$ cat config.mk
export PLATFORM = sky130hd
export DESIGN_NAME = dbgsel_top
export DESIGN_NICKNAME = d
export VERILOG_FILES = /design/src/rtl/dbgsel_top.v
export VERILOG_INCLUDE_DIRS = /design/src /design/src/rtl
export SDC_FILE = /design/constraint.sdc
export NUM_CORES = 1
export LEC_CHECK = 0
export ABC_AREA = 1
export BUFFER_PORTS_ARGS = -buffer_cell sky130_fd_sc_hd__buf_2
export CAP_MARGIN = 25
export CORE_MARGIN = 5
export CORE_UTILIZATION = 42
export DETAILED_ROUTE_END_ITERATION = 12
export HOLD_SLACK_MARGIN = 0.1
export PLACE_DENSITY = 0.67
export SLEW_MARGIN = 20
export SYNTH_ARGS = -nofsm -noshare
export SYNTH_HDL_FRONTEND = slang
export SYNTH_SLANG_ARGS = --single-unit
$ cat constraint.sdc
create_clock -name core_clk -period 2.6 [get_ports core_clk]
set_input_delay 0.13 -clock core_clk [delete_from_list [all_inputs] [get_ports core_clk]]
set_output_delay 0.13 -clock core_clk [all_outputs]
set_load 0.005 [all_outputs]
$ cat src/rtl/dbgsel_defs.vh
// Constants for the debug path select block.
// Assumes inclusion by bare name from rtl/.
`ifndef DBGSEL_DEFS_VH
`define DBGSEL_DEFS_VH

// ----------------------------------------
// Path selection codes
// ----------------------------------------
`define DBGSEL_PATH_INSTR 1'b0
`define DBGSEL_PATH_TWIRE 1'b1

// ----------------------------------------
// Timing
// ----------------------------------------
`define DBGSEL_CORE_PERIOD_NS 10
`define DBGSEL_LOW_HOLD_CYC 2

// ----------------------------------------
// TAP states, one-hot
// ----------------------------------------
`define DBGSEL_TAP_W 16
`define DBGSEL_TLR   16'h0001
`define DBGSEL_RTI   16'h0002
`define DBGSEL_SDRS  16'h0004
`define DBGSEL_CDR   16'h0008
`define DBGSEL_SDR   16'h0010
`define DBGSEL_E1DR  16'h0020
`define DBGSEL_PDR   16'h0040
`define DBGSEL_E2DR  16'h0080
`define DBGSEL_UDR   16'h0100
`define DBGSEL_SIRS  16'h0200
`define DBGSEL_CIR   16'h0400
`define DBGSEL_SIR   16'h0800
`define DBGSEL_E1IR  16'h1000
`define DBGSEL_PIR   16'h2000
`define DBGSEL_E2IR  16'h4000
`define DBGSEL_UIR   16'h8000

// ----------------------------------------
// Instruction register
// ----------------------------------------
`define DBGSEL_IR_W      4
`define DBGSEL_IR_RESET  4'h1
`define DBGSEL_IR_BYPASS 4'hF
`define DBGSEL_IR_CAPT   4'h1

`endif

$ cat src/rtl/dbgsel_top.v
// Debug path select with a minimal test access port.
// Assumes test pins arrive unsynchronised; pad logic resolves enables.
//
// How it works
// - Test clock high at reset end powers down the instrumentation block.
// - Instrumentation off: two-wire debug uses test clock and data-in pins.
// - Low on the TAP reset pin synchronously resets the TAP machine after a two-cycle synchroniser lag.
// - Instrumentation on: mode select is sampled on each rising test clock edge.
// - Instrumentation on: data-in pin is input only, sampled on rising edges.
// - Data-out pin changes only on falling test clock edges.
// - A valid trigger event gives an active-high pulse on the trigger pin.
// - Trigger pin driver is off when no pulse is driven.
// - Instrumentation off: data-in pin is the bidirectional two-wire data line.
// - After reset the shared data pin is an input, not driven.
// - Provide a standard TAP: clock, mode, data in, data out, TAP reset.
`timescale 1ns/10ps
`default_nettype none
`include "dbgsel_defs.vh"

module dbgsel_top
#(
  parameter LOW_HOLD_CYC = `DBGSEL_LOW_HOLD_CYC
)
(
  // Core clock and chip reset
  input  wire        core_clk,
  input  wire        rst,
  // Test access pins
  input  wire        tck_pin,
  input  wire        tms_pin,
  input  wire        tdi_in,
  output reg         tdi_out,
  output reg         tdi_oe,
  input  wire        trst_n_pin,
  output reg         tdo_out,
  output reg         tdo_oe,
  // Trigger pin, open drain style
  input  wire        trig_event,
  output reg         trigger_out_pin,
  output reg         trigger_oe,
  // Two-wire debug user side
  output reg         two_wire_clk_rise,
  output reg         two_wire_debug_data,
  input  wire        two_wire_drive,
  input  wire        two_wire_dout,
  // Selection state
  output reg         instr_enable,
  output reg         twire_enable
);

  // ----------------------------------------
  // Pin synchronisers
  // ----------------------------------------
  reg  [1:0] sync_tck;
  reg  [1:0] sync_tms;
  reg  [1:0] sync_tdi;
  reg  [1:0] sync_trst;
  reg        tck_d;
  wire       tck_s    = sync_tck[1];
  wire       tms_s    = sync_tms[1];
  wire       tdi_s    = sync_tdi[1];
  wire       trst_n_s = sync_trst[1];
  wire       tck_rise = tck_s & ~tck_d;
  wire       tck_fall = ~tck_s & tck_d;

  // Clock, mode and TAP reset pins reset to their pulled-up idle levels; data-in resets low
  always @(posedge core_clk or posedge rst)
  begin
    if (rst)
    begin
      sync_tck  <= 2'h3;
      sync_tms  <= 2'h3;
      sync_tdi  <= 2'h0;
      sync_trst <= 2'h3;
    end
    else
    begin
      sync_tck  <= {sync_tck[0], tck_pin};
      sync_tms  <= {sync_tms[0], tms_pin};
      sync_tdi  <= {sync_tdi[0], tdi_in};
      sync_trst <= {sync_trst[0], trst_n_pin};
    end
  end

  // ----------------------------------------
  // Test clock edge detect
  // ----------------------------------------
  // Starts high like the pulled-up pin, so an idle-high clock
  // gives no false rise after reset
  always @(posedge core_clk or posedge rst)
  begin
    if (rst)
      tck_d <= 1'b1;
    else
      tck_d <= tck_s;
  end

  // ----------------------------------------
  // Path selection
  // ----------------------------------------
  // The strap sampler has no reset, as it must watch the test clock
  // pin while chip reset is high. A shift history flushes any
  // power-up value within a few clocks.
  reg  [1:0]              strap_sync;
  reg  [LOW_HOLD_CYC-1:0] low_hist;
  wire [LOW_HOLD_CYC:0]   next_low_hist;
  wire                    strap_low_long;
  reg                     rst_d;

  // Top bit falls off on purpose: only the last samples count
  assign next_low_hist  = {low_hist, ~strap_sync[1]};
  assign strap_low_long = &low_hist;

  always @(posedge core_clk)
  begin
    strap_sync <= {strap_sync[0], tck_pin};
    low_hist   <= next_low_hist[LOW_HOLD_CYC-1:0];
    rst_d      <= rst;
  end

  // Decision taken once, on the first edge after chip reset falls
  always @(posedge core_clk or posedge rst)
  begin
    if (rst)
    begin
      instr_enable <= 1'b0;
      twire_enable <= 1'b0;
    end
    else if (rst_d)
    begin
      if (strap_low_long)
      begin
        instr_enable <= 1'b1;
        twire_enable <= 1'b0;
      end
      else
      begin
        instr_enable <= 1'b0;
        twire_enable <= 1'b1;
      end
    end
  end

  // ----------------------------------------
  // TAP state machine
  // ----------------------------------------
  reg [`DBGSEL_TAP_W-1:0]  tap_state;
  reg [`DBGSEL_TAP_W-1:0]  next_tap_state;
  reg [`DBGSEL_IR_W-1:0]   ir_shift;
  reg [`DBGSEL_IR_W-1:0]   ir_hold;
  reg                      bypass_bit;
  wire                     tap_run = instr_enable & tck_rise;

  // One-hot state test, shared by the register and data-out paths
  function tap_is;
    input [`DBGSEL_TAP_W-1:0] state;
    input [`DBGSEL_TAP_W-1:0] code;
  begin
    tap_is = (state == code);
  end
  endfunction

  always @*
  begin
    case (tap_state)
      `DBGSEL_TLR:  next_tap_state = tms_s ? `DBGSEL_TLR  : `DBGSEL_RTI;
      `DBGSEL_RTI:  next_tap_state = tms_s ? `DBGSEL_SDRS : `DBGSEL_RTI;
      `DBGSEL_SDRS: next_tap_state = tms_s ? `DBGSEL_SIRS : `DBGSEL_CDR;
      `DBGSEL_CDR:  next_tap_state = tms_s ? `DBGSEL_E1DR : `DBGSEL_SDR;
      `DBGSEL_SDR:  next_tap_state = tms_s ? `DBGSEL_E1DR : `DBGSEL_SDR;
      `DBGSEL_E1DR: next_tap_state = tms_s ? `DBGSEL_UDR  : `DBGSEL_PDR;
      `DBGSEL_PDR:  next_tap_state = tms_s ? `DBGSEL_E2DR : `DBGSEL_PDR;
      `DBGSEL_E2DR: next_tap_state = tms_s ? `DBGSEL_UDR  : `DBGSEL_SDR;
      `DBGSEL_UDR:  next_tap_state = tms_s ? `DBGSEL_SDRS : `DBGSEL_RTI;
      `DBGSEL_SIRS: next_tap_state = tms_s ? `DBGSEL_TLR  : `DBGSEL_CIR;
      `DBGSEL_CIR:  next_tap_state = tms_s ? `DBGSEL_E1IR : `DBGSEL_SIR;
      `DBGSEL_SIR:  next_tap_state = tms_s ? `DBGSEL_E1IR : `DBGSEL_SIR;
      `DBGSEL_E1IR: next_tap_state = tms_s ? `DBGSEL_UIR  : `DBGSEL_PIR;
      `DBGSEL_PIR:  next_tap_state = tms_s ? `DBGSEL_E2IR : `DBGSEL_PIR;
      `DBGSEL_E2IR: next_tap_state = tms_s ? `DBGSEL_UIR  : `DBGSEL_SIR;
      `DBGSEL_UIR:  next_tap_state = tms_s ? `DBGSEL_SDRS : `DBGSEL_RTI;
      default:      next_tap_state = `DBGSEL_TLR;
    endcase
  end

  // Synchronised TAP reset keeps every flop in one domain; the pin is
  // asynchronous to this clock, so the two-cycle lag is accepted.
  always @(posedge core_clk or posedge rst)
  begin
    if (rst)
      tap_state <= `DBGSEL_TLR;
    else if (!trst_n_s)
      tap_state <= `DBGSEL_TLR;
    else if (tap_run)
      tap_state <= next_tap_state;
  end

  // Instruction and bypass registers move on the same detected rise
  always @(posedge core_clk or posedge rst)
  begin
    if (rst)
    begin
      ir_shift   <= `DBGSEL_IR_RESET;
      ir_hold    <= `DBGSEL_IR_RESET;
      bypass_bit <= 1'b0;
    end
    else if (!trst_n_s)
    begin
      ir_shift   <= `DBGSEL_IR_RESET;
      ir_hold    <= `DBGSEL_IR_RESET;
      bypass_bit <= 1'b0;
    end
    else if (tap_run)
    begin
      if (tap_is(tap_state, `DBGSEL_TLR))
        ir_hold <= `DBGSEL_IR_RESET;
      else if (tap_is(tap_state, `DBGSEL_UIR))
        ir_hold <= ir_shift;
      if (tap_is(tap_state, `DBGSEL_CIR))
        ir_shift <= `DBGSEL_IR_CAPT;
      else if (tap_is(tap_state, `DBGSEL_SIR))
        ir_shift <= {tdi_s, ir_shift[`DBGSEL_IR_W-1:1]};
      if (tap_is(tap_state, `DBGSEL_CDR))
        bypass_bit <= 1'b0;
      else if (tap_is(tap_state, `DBGSEL_SDR))
        bypass_bit <= tdi_s;
    end
  end

  // ----------------------------------------
  // Data out, falling edge
  // ----------------------------------------
  // Enable follows the shift states only, so the pin floats between scans
  wire shifting_ir = tap_is(tap_state, `DBGSEL_SIR);
  wire shifting_dr = tap_is(tap_state, `DBGSEL_SDR);

  always @(posedge core_clk or posedge rst)
  begin
    if (rst)
    begin
      tdo_out <= 1'b0;
      tdo_oe  <= 1'b0;
    end
    else if (instr_enable & tck_fall)
    begin
      tdo_out <= shifting_ir ? ir_shift[0] : bypass_bit;
      tdo_oe  <= shifting_ir | shifting_dr;
    end
    else if (!instr_enable)
      tdo_oe <= 1'b0;
  end

  // ----------------------------------------
  // Trigger pulse
  // ----------------------------------------
  // Registered so the open-drain pin never glitches on a decode race;
  // the pulse lags the event by one core cycle
  always @(posedge core_clk or posedge rst)
  begin
    if (rst)
    begin
      trigger_out_pin <= 1'b0;
      trigger_oe      <= 1'b0;
    end
    else
    begin
      trigger_out_pin <= instr_enable & trig_event;
      trigger_oe      <= instr_enable & trig_event;
    end
  end

  // ----------------------------------------
  // Two-wire data pin
  // ----------------------------------------
  // User side: one pulse per detected clock rise, data as sampled
  always @(posedge core_clk or posedge rst)
  begin
    if (rst)
    begin
      two_wire_clk_rise   <= 1'b0;
      two_wire_debug_data <= 1'b0;
    end
    else
    begin
      two_wire_clk_rise   <= twire_enable & tck_rise;
      two_wire_debug_data <= tdi_s;
    end
  end

  // Pin side: the driver is gated by the path, so the line stays an
  // input in instrumentation mode whatever the user asks
  always @(posedge core_clk or posedge rst)
  begin
    if (rst)
    begin
      tdi_out <= 1'b0;
      tdi_oe  <= 1'b0;
    end
    else
    begin
      tdi_out <= two_wire_dout;
      tdi_oe  <= twire_enable & two_wire_drive;
    end
  end

endmodule
`default_nettype wire

==> flow_summary.toml, run 1 <==
[synth]
synthXorXnorAreaFrac_pct = 0
synthCells = 226
synth_area_um2 = 2040
yosysTopAreaCell = "dfrtp_1"
synthAdderAreaFrac_pct = 0
synth_mux_area_share_pct = 0
synth_warnings = 0
synth_compound_area_share_pct = 9.64
synthTopCellsByArea = "dfrtp_1, dfstp_2, nand2_1, nand3_1, inv_1"
synth_top_family_by_area = "simple AND/OR/NAND/NOR gates"
ys_seq_elements = 44
synth_nets = 235
synthSimpleGateAreaFrac_pct = 29.4
syn_area_per_cell_um2 = 9.01
synth_top_area_share_pct = 36.9
yosysSeqAreaShare_pct = 53.4
synth_cell_types = 30

[timing]
fin_crit_sh_pct = 67.0
drv_slew = 0
maxSlewHeadroom_pct = 66.1
setup_viol = 0
rsz0062_at_grt = "false"
setup_slack_ns = 0.858
worst_hold_slack_ns = 0.335
worst_slew_pin_slew_ns = 0.507
finalCriticalPeriod_ns = 1.74
finalHoldViolations = 0
fin_worst_skew_ns = 0.00783
setup_tns_ns = 0
fmax_ghz = 0.574

[critical_path]
setup.worst_path.start_class = "flip-flop"
end_kind = "flip-flop"
cp_max_fo = 12
cp.arrival_ns = 1.92
cp.required_ns = 2.78
worstSetupPathType = "reg2reg"

[job]
cap_viol_max_count = 0

[route]
num_vias = 1590
wire_per_inst_um = 12.5
final_antenna_net_count = 0
first_pass_iters = 4
vias_per_cell = 4.91
wl_um = 4040
drt_iter0_drc = 142
drc = 0

[clock_network]
cts_tree = "yes"
cts.clk_slew.worst_paths_ns = 0.09
clock_path_buffers = 2
cts_inserted_buffers = 5
cts.sinks = 44
cts_max_level = 2
clkLatencyLatePin_ns = 0.29
cts.repair.resized = 0
root_buffer = "clkbuf_8"

[floorplanning]
die_h_um = 79.6
io_pins = 19
die_area_um2 = 6340
core-area_um2 = 4720
row_count = 25
floorplan.initialDensity_pct = 43.1
die_width_um = 79.6

[global_route]
grt_pass1_wl_um = 7310
grt-ovfl-total = 0
grt_pass1_vias = 1602
grt_max_degree = 40
antenna_found_initial = 0
grt_usage_pct = 14.9

[power_and_ir_drop]
cellPowerDensity_nw_per_um2 = 545
p_int_mw = 1.01
pwr-share-comb_pct = 5.3
switching_power_uw = 288
netSwitchingFraction_pct = 22.2
pwr-share-clk_pct = 39.3
irDropWorstVdd_uv = 384
p_seq_share_pct = 55.4
p_leak_nw = 1.14

[placed_design]
post-place-ws_ns = 0.923
dp_hpwl_um = 2960
gp_congestion = 0.870
io_buffers = 18

[layout]
fillers = 443
diodes = 0
mostFrequentLayoutCell = "nand2_1"
mostFrequentLayoutCells = "nand2_1, dfrtp_1, inv_1"
nets = 265
area_growth_pct = 17.1
drive_gt1_share_pct = 25.3

[worst_hold_path]
hold_class = "reg2reg"

[outcome]
outcome = "finished, final reports clean"
## registers in the layout, summed over array words and instances (netlist names)
name	flops
rst_d	1
tdi_out	1
sync_tms	2
instr_enable	1
tdo_out	1
tdi_oe	1
twire_enable	1
low_hist	2
tap_state	16
strap_sync	2
two_wire_debug_data	1
tdo_oe	1
sync_tdi	2
tck_d	1
bypass_bit	1
ir_shift	4
sync_trst	2
two_wire_clk_rise	1
sync_tck	2
trigger_oe	1
## cell usage after synthesis
cell / n
nand2_1: 38
dfrtp_1: 30
inv_1: 27
nand3_1: 24
nor2_1: 19
o21ai_1: 14
dfstp_2: 9
a21oi_1: 8
nor2_2: 7
inv_2: 6
dfxtp_1: 5
nand2_2: 4
nor2_4: 4
nor3_1: 4
o21ai_0: 4
nand4_1: 3
o22ai_1: 3
buf_4: 2
nand2_4: 2
nand3b_4: 2
o22ai_2: 2
a31oi_1: 1
and3_1: 1
buf_6: 1
clkbuf_1: 1
nor2_8: 1
nor3_4: 1
nor3b_1: 1
o2111ai_1: 1
o21a_1: 1
## final timing paths
path	cells after the start	slack, ns	end	from
setup reg to reg	8	0.86	bypass_bit	tap_state[10]
hold / removal	0	0.34	strap_sync[1]	strap_sync[0]
hold reg to reg	0	0.34	strap_sync[1]	strap_sync[0]
max in group asynchronous	4	1.75	sync_trst[1]	rst
min in group asynchronous	4	0.50	tap_state[11]	rst
setup / recovery	8	0.86	bypass_bit	tap_state[10]
## worst max-delay path: stages, from the launching register on
cell     delay, ns
dfrtp_1       0.41
nor2_2        0.22
nand2_2       0.12
nor2_4        0.26
nand3_1       0.21
nand2_1       0.16
nand2_1       0.10
nand3_1       0.08
o21ai_1       0.07
## cell families after synthesis
logic type	Yosys count
AOI/OAI and AO/OA	34
buffers and inverters	37
DFF	44
and+or+nand+nor	111
## metrics by stage
stage / total power [mW] / cell area (µm²) / std cells / util (%)
finish: 1.30 / 2380 / 324 / 50.5
global route: 1.36 / 2380 / 324 / 50.5
CTS: 1.32 / 2380 / 324 / 50.5
detailed placement: 0.795 / 2190 / 308 / 46.3
global placement: 0.794 / 2190 / 308 / 46.3
floorplan: 0.770 / 2040 / 226 / -
## metal layers
layer / track usage [%] / vias to the layer above / share of wire [%]
met5: 0 / - / 0
met4: 6.53 / 0 / 1.7
met3: 3.16 / 8 / 5.0
met2: 23.2 / 44 / 48
met1: 19.8 / 750 / 46
li1: - / 788 / -
## layout make-up
type                    instances  area (µm²)  area share [%]
flip-flops and latches         44        1090            45.6
well taps                      67        83.8            3.52
clock inverters                 1        8.76           0.367
repair buffers                 27         178            7.45
inverters                      33         124            5.19
clock buffers                   7         108            4.51
multi-input cells             145         796            33.4
## what timing repair did
| item | in CTS | in global routing |
|---|---|---|
| hold endpoints to repair | 39 | 0 |
| hold buffers | 8 | 0 |
| buffers inserted | 0 | 0 |
## power groups by stage
stage / registers (mW) / clock network (mW) / logic (mW)
global placement: 0.733 / 0 / 0.0608
floorplan: 0.730 / 0 / 0.0395
finish: 0.720 / 0.510 / 0.0687
detailed placement: 0.734 / 0 / 0.0614
CTS: 0.721 / 0.528 / 0.0710
global route: 0.724 / 0.554 / 0.0790
(Power assumes the default switching activity.)
==> run 2, diff against run 1 <==
--- a/config.mk
+++ b/config.mk
@@ -6,7 +6,7 @@
 export SDC_FILE = /design/constraint.sdc
 export NUM_CORES = 1
 export LEC_CHECK = 0
-export ABC_AREA = 1
+export ABC_AREA = 0
 export BUFFER_PORTS_ARGS = -buffer_cell sky130_fd_sc_hd__buf_2
 export CAP_MARGIN = 25
 export CORE_MARGIN = 5
==> constraint.sdc (replaced) <==
create_clock -name core_clk -period 1.8 [get_ports core_clk]
set_input_delay 0.09 -clock core_clk [delete_from_list [all_inputs] [get_ports core_clk]]
set_output_delay 0.09 -clock core_clk [all_outputs]
set_load 0.005 [all_outputs]
==> flow_summary.toml, run 2 <==
[timing]
fmax_ghz = 0.569
finalHoldViolations = 0
maxSlewHeadroom_pct = 57.5
fin_crit_sh_pct = 97.6
setup_viol = 0
setup_slack_ns = 0.0440
fin_worst_skew_ns = 0.00928
finalCriticalPeriod_ns = 1.76
drv_slew = 0
worst_hold_slack_ns = 0.350
worst_slew_pin_slew_ns = 0.634
rsz0062_at_grt = "true"

[synth]
synthFlopType = "dfrtp_1"
yosysTopAreaCell = "dfrtp_1"
synth_cell_types = 49
yosysSeqAreaShare_pct = 52.8
ys_seq_elements = 44
yosysMostFrequentCell = "dfrtp_1"
synth_top_cells_by_count = "dfrtp_1, nor2_1, nand2_1, o21ai_1, dfstp_2"
synthTopCellsByArea = "dfrtp_1, dfstp_2, dfxtp_1, nor2_1, nor4_4"
synth_nets = 207
synth_top_area_share_pct = 36.5
synth_edf_count = 0
synthArstFlopShare_pct = 88.6
syn_area_per_cell_um2 = 10.4
synthCells = 198
synth_warnings = 0
synth_area_um2 = 2060

[layout]
mostFrequentLayoutCell = "buf_4"
largest_register = "tap_state"
largest_reg_flops = 16
final_area_um2 = 2730
final_cells = 321
mostFrequentLayoutCells = "buf_4, dfrtp_1, buf_2"
area_growth_pct = 32.3
drive_gt1_share_pct = 37.4
nets = 262
top_regs = "tap_state: 16 flops, ir_shift: 4 flops"
diodes = 0

[global_route]
grt.met3_usage_pct = 3.61
antenna_found_initial = 0
top_usage_layer = "met2"
grt_pass1_vias = 1723
grt-ovfl-total = 0
grt_usage_pct = 17.1
grt_max_degree = 40
grtUsageMet1_pct = 22.2
grt_pass1_wl_um = 8440
use_met2_pct = 29.5

[power_and_ir_drop]
p_total_mw = 1.90
irDropWorstVdd_uv = 644
cellPowerDensity_nw_per_um2 = 697
p_leak_nw = 1.17

[route]
drt_iter0_drc = 99
wl_um = 4900
first_pass_iters = 4
final_antenna_net_count = 0
wire_per_inst_um = 15.3
drc = 0
num_vias = 1674
vias_per_cell = 5.21

[clock_network]
cts_inserted_buffers = 5
cts_tree = "yes"
cts.sinks = 44
cts.clk_slew.worst_paths_ns = 0.09
clock_path_buffers = 2
root_buffer = "clkbuf_8"
clkLatencyLatePin_ns = 0.30
cts_max_level = 2

[floorplanning]
floorplan.initialDensity_pct = 43.3
row_count = 25
die_width_um = 80.0
die_h_um = 80.0
die_area_um2 = 6400
io_pins = 19
core-area_um2 = 4750

[worst_hold_path]
hold_class = "reg2reg"
min_path_cells = 0

[placed_design]
io_buffers = 18
dpl.cell_count = 299
post-place-ws_ns = -0.0625
gp_congestion = 0.866
dp_hpwl_um = 3340
placed_area_um2 = 2370

[outcome]
outcome = "finished, final reports clean"

[job]
cap_viol_max_count = 0

[critical_path]
worstSetupPathType = "reg2reg"
setup.worst_path.start_class = "flip-flop"
cp.required_ns = 2.01
cp_max_fo = 4
end_kind = "flip-flop"
rr_worst_depth = 7
cp.arrival_ns = 1.97
==> run 2: cells by family (layout without fill, tap and decap cells) <==
| kind of cell | count (synthesis) | count (layout) | synth area share, % |
|---|---|---|---|
| simple gates | 85 | 85 | 25.3 |
| compound gates | 43 | 43 | 13.9 |
| buf+inv | 18 | 74 | 4.56 |
| flops | 44 | 44 | 52.8 |
| xor+xnor | 6 | 6 | 2.55 |
| mux | 2 | 2 | 0.972 |
==> run 2: final cells by class <==
cell class | count | area (µm²)
fillers | 434 | 2030
repair buffers | 59 | 425
multi-input cells | 136 | 992
inverters | 7 | 26.3
flip-flops and latches | 44 | 1090
clock inverters | 2 | 15.0
clock buffers | 6 | 93.8
well taps | 67 | 83.8
==> run 2: path summary, 6_finish.rpt <==
check                                      to     startpoint  slack [ns]
worst max-delay path             tap_state[0]  tap_state[15]        0.04
worst min-delay path            strap_sync[1]  strap_sync[0]        0.35
worst max register to register   tap_state[0]  tap_state[15]        0.04
worst min register to register  strap_sync[1]  strap_sync[0]        0.35
max in group asynchronous               tck_d            rst        0.96
min in group asynchronous        twire_enable            rst        0.46
==> run 2: critical path, cell delays in order (launching register included) <==
cell	delay, ns
dfrtp_1	0.43
nor4_4	0.27
buf_4	0.19
nand4b_1	0.14
a21oi_1	0.28
a2111oi_2	0.08
nand4_1	0.15
a41oi_2	0.12
==> run 2: power by group <==
group / internal [mW] / switching, mW / leakage [nW]
clock network: 0.364 / 0.363 / 0.0573
registers: 1.03 / 0.0181 / 0.535
logic: 0.0609 / 0.0683 / 0.575
total: 1.45 / 0.449 / 1.17
==> run 2: what timing repair did <==
action                     in CTS  in global routing
setup endpoints to repair      17                 11
pin swaps                       1                 11
buffers inserted                1                  5
gates resized for setup         6                 19
hold buffers                    8                  0
hold endpoints to repair       39                  0
==> run 2: per-layer routing <==
| metal | wire (µm) | share of wire, % |
|---|---|---|
| met4 | 25 | 0.51 |
| met3 | 136 | 2.8 |
| met5 | 0 | 0 |
| met1 | 2230 | 45 |
| met2 | 2510 | 51 |
==> run 2: stage by stage <==
stage	utilization, %	setup TNS (ns)
2_1_floorplan	-	0
3_3_place_gp	49.8	-0.170
3_5_place_dp	49.8	-0.260
4_1_cts	54.6	-0.0187
5_1_grt	57.3	-0.218
6_report	57.3	0
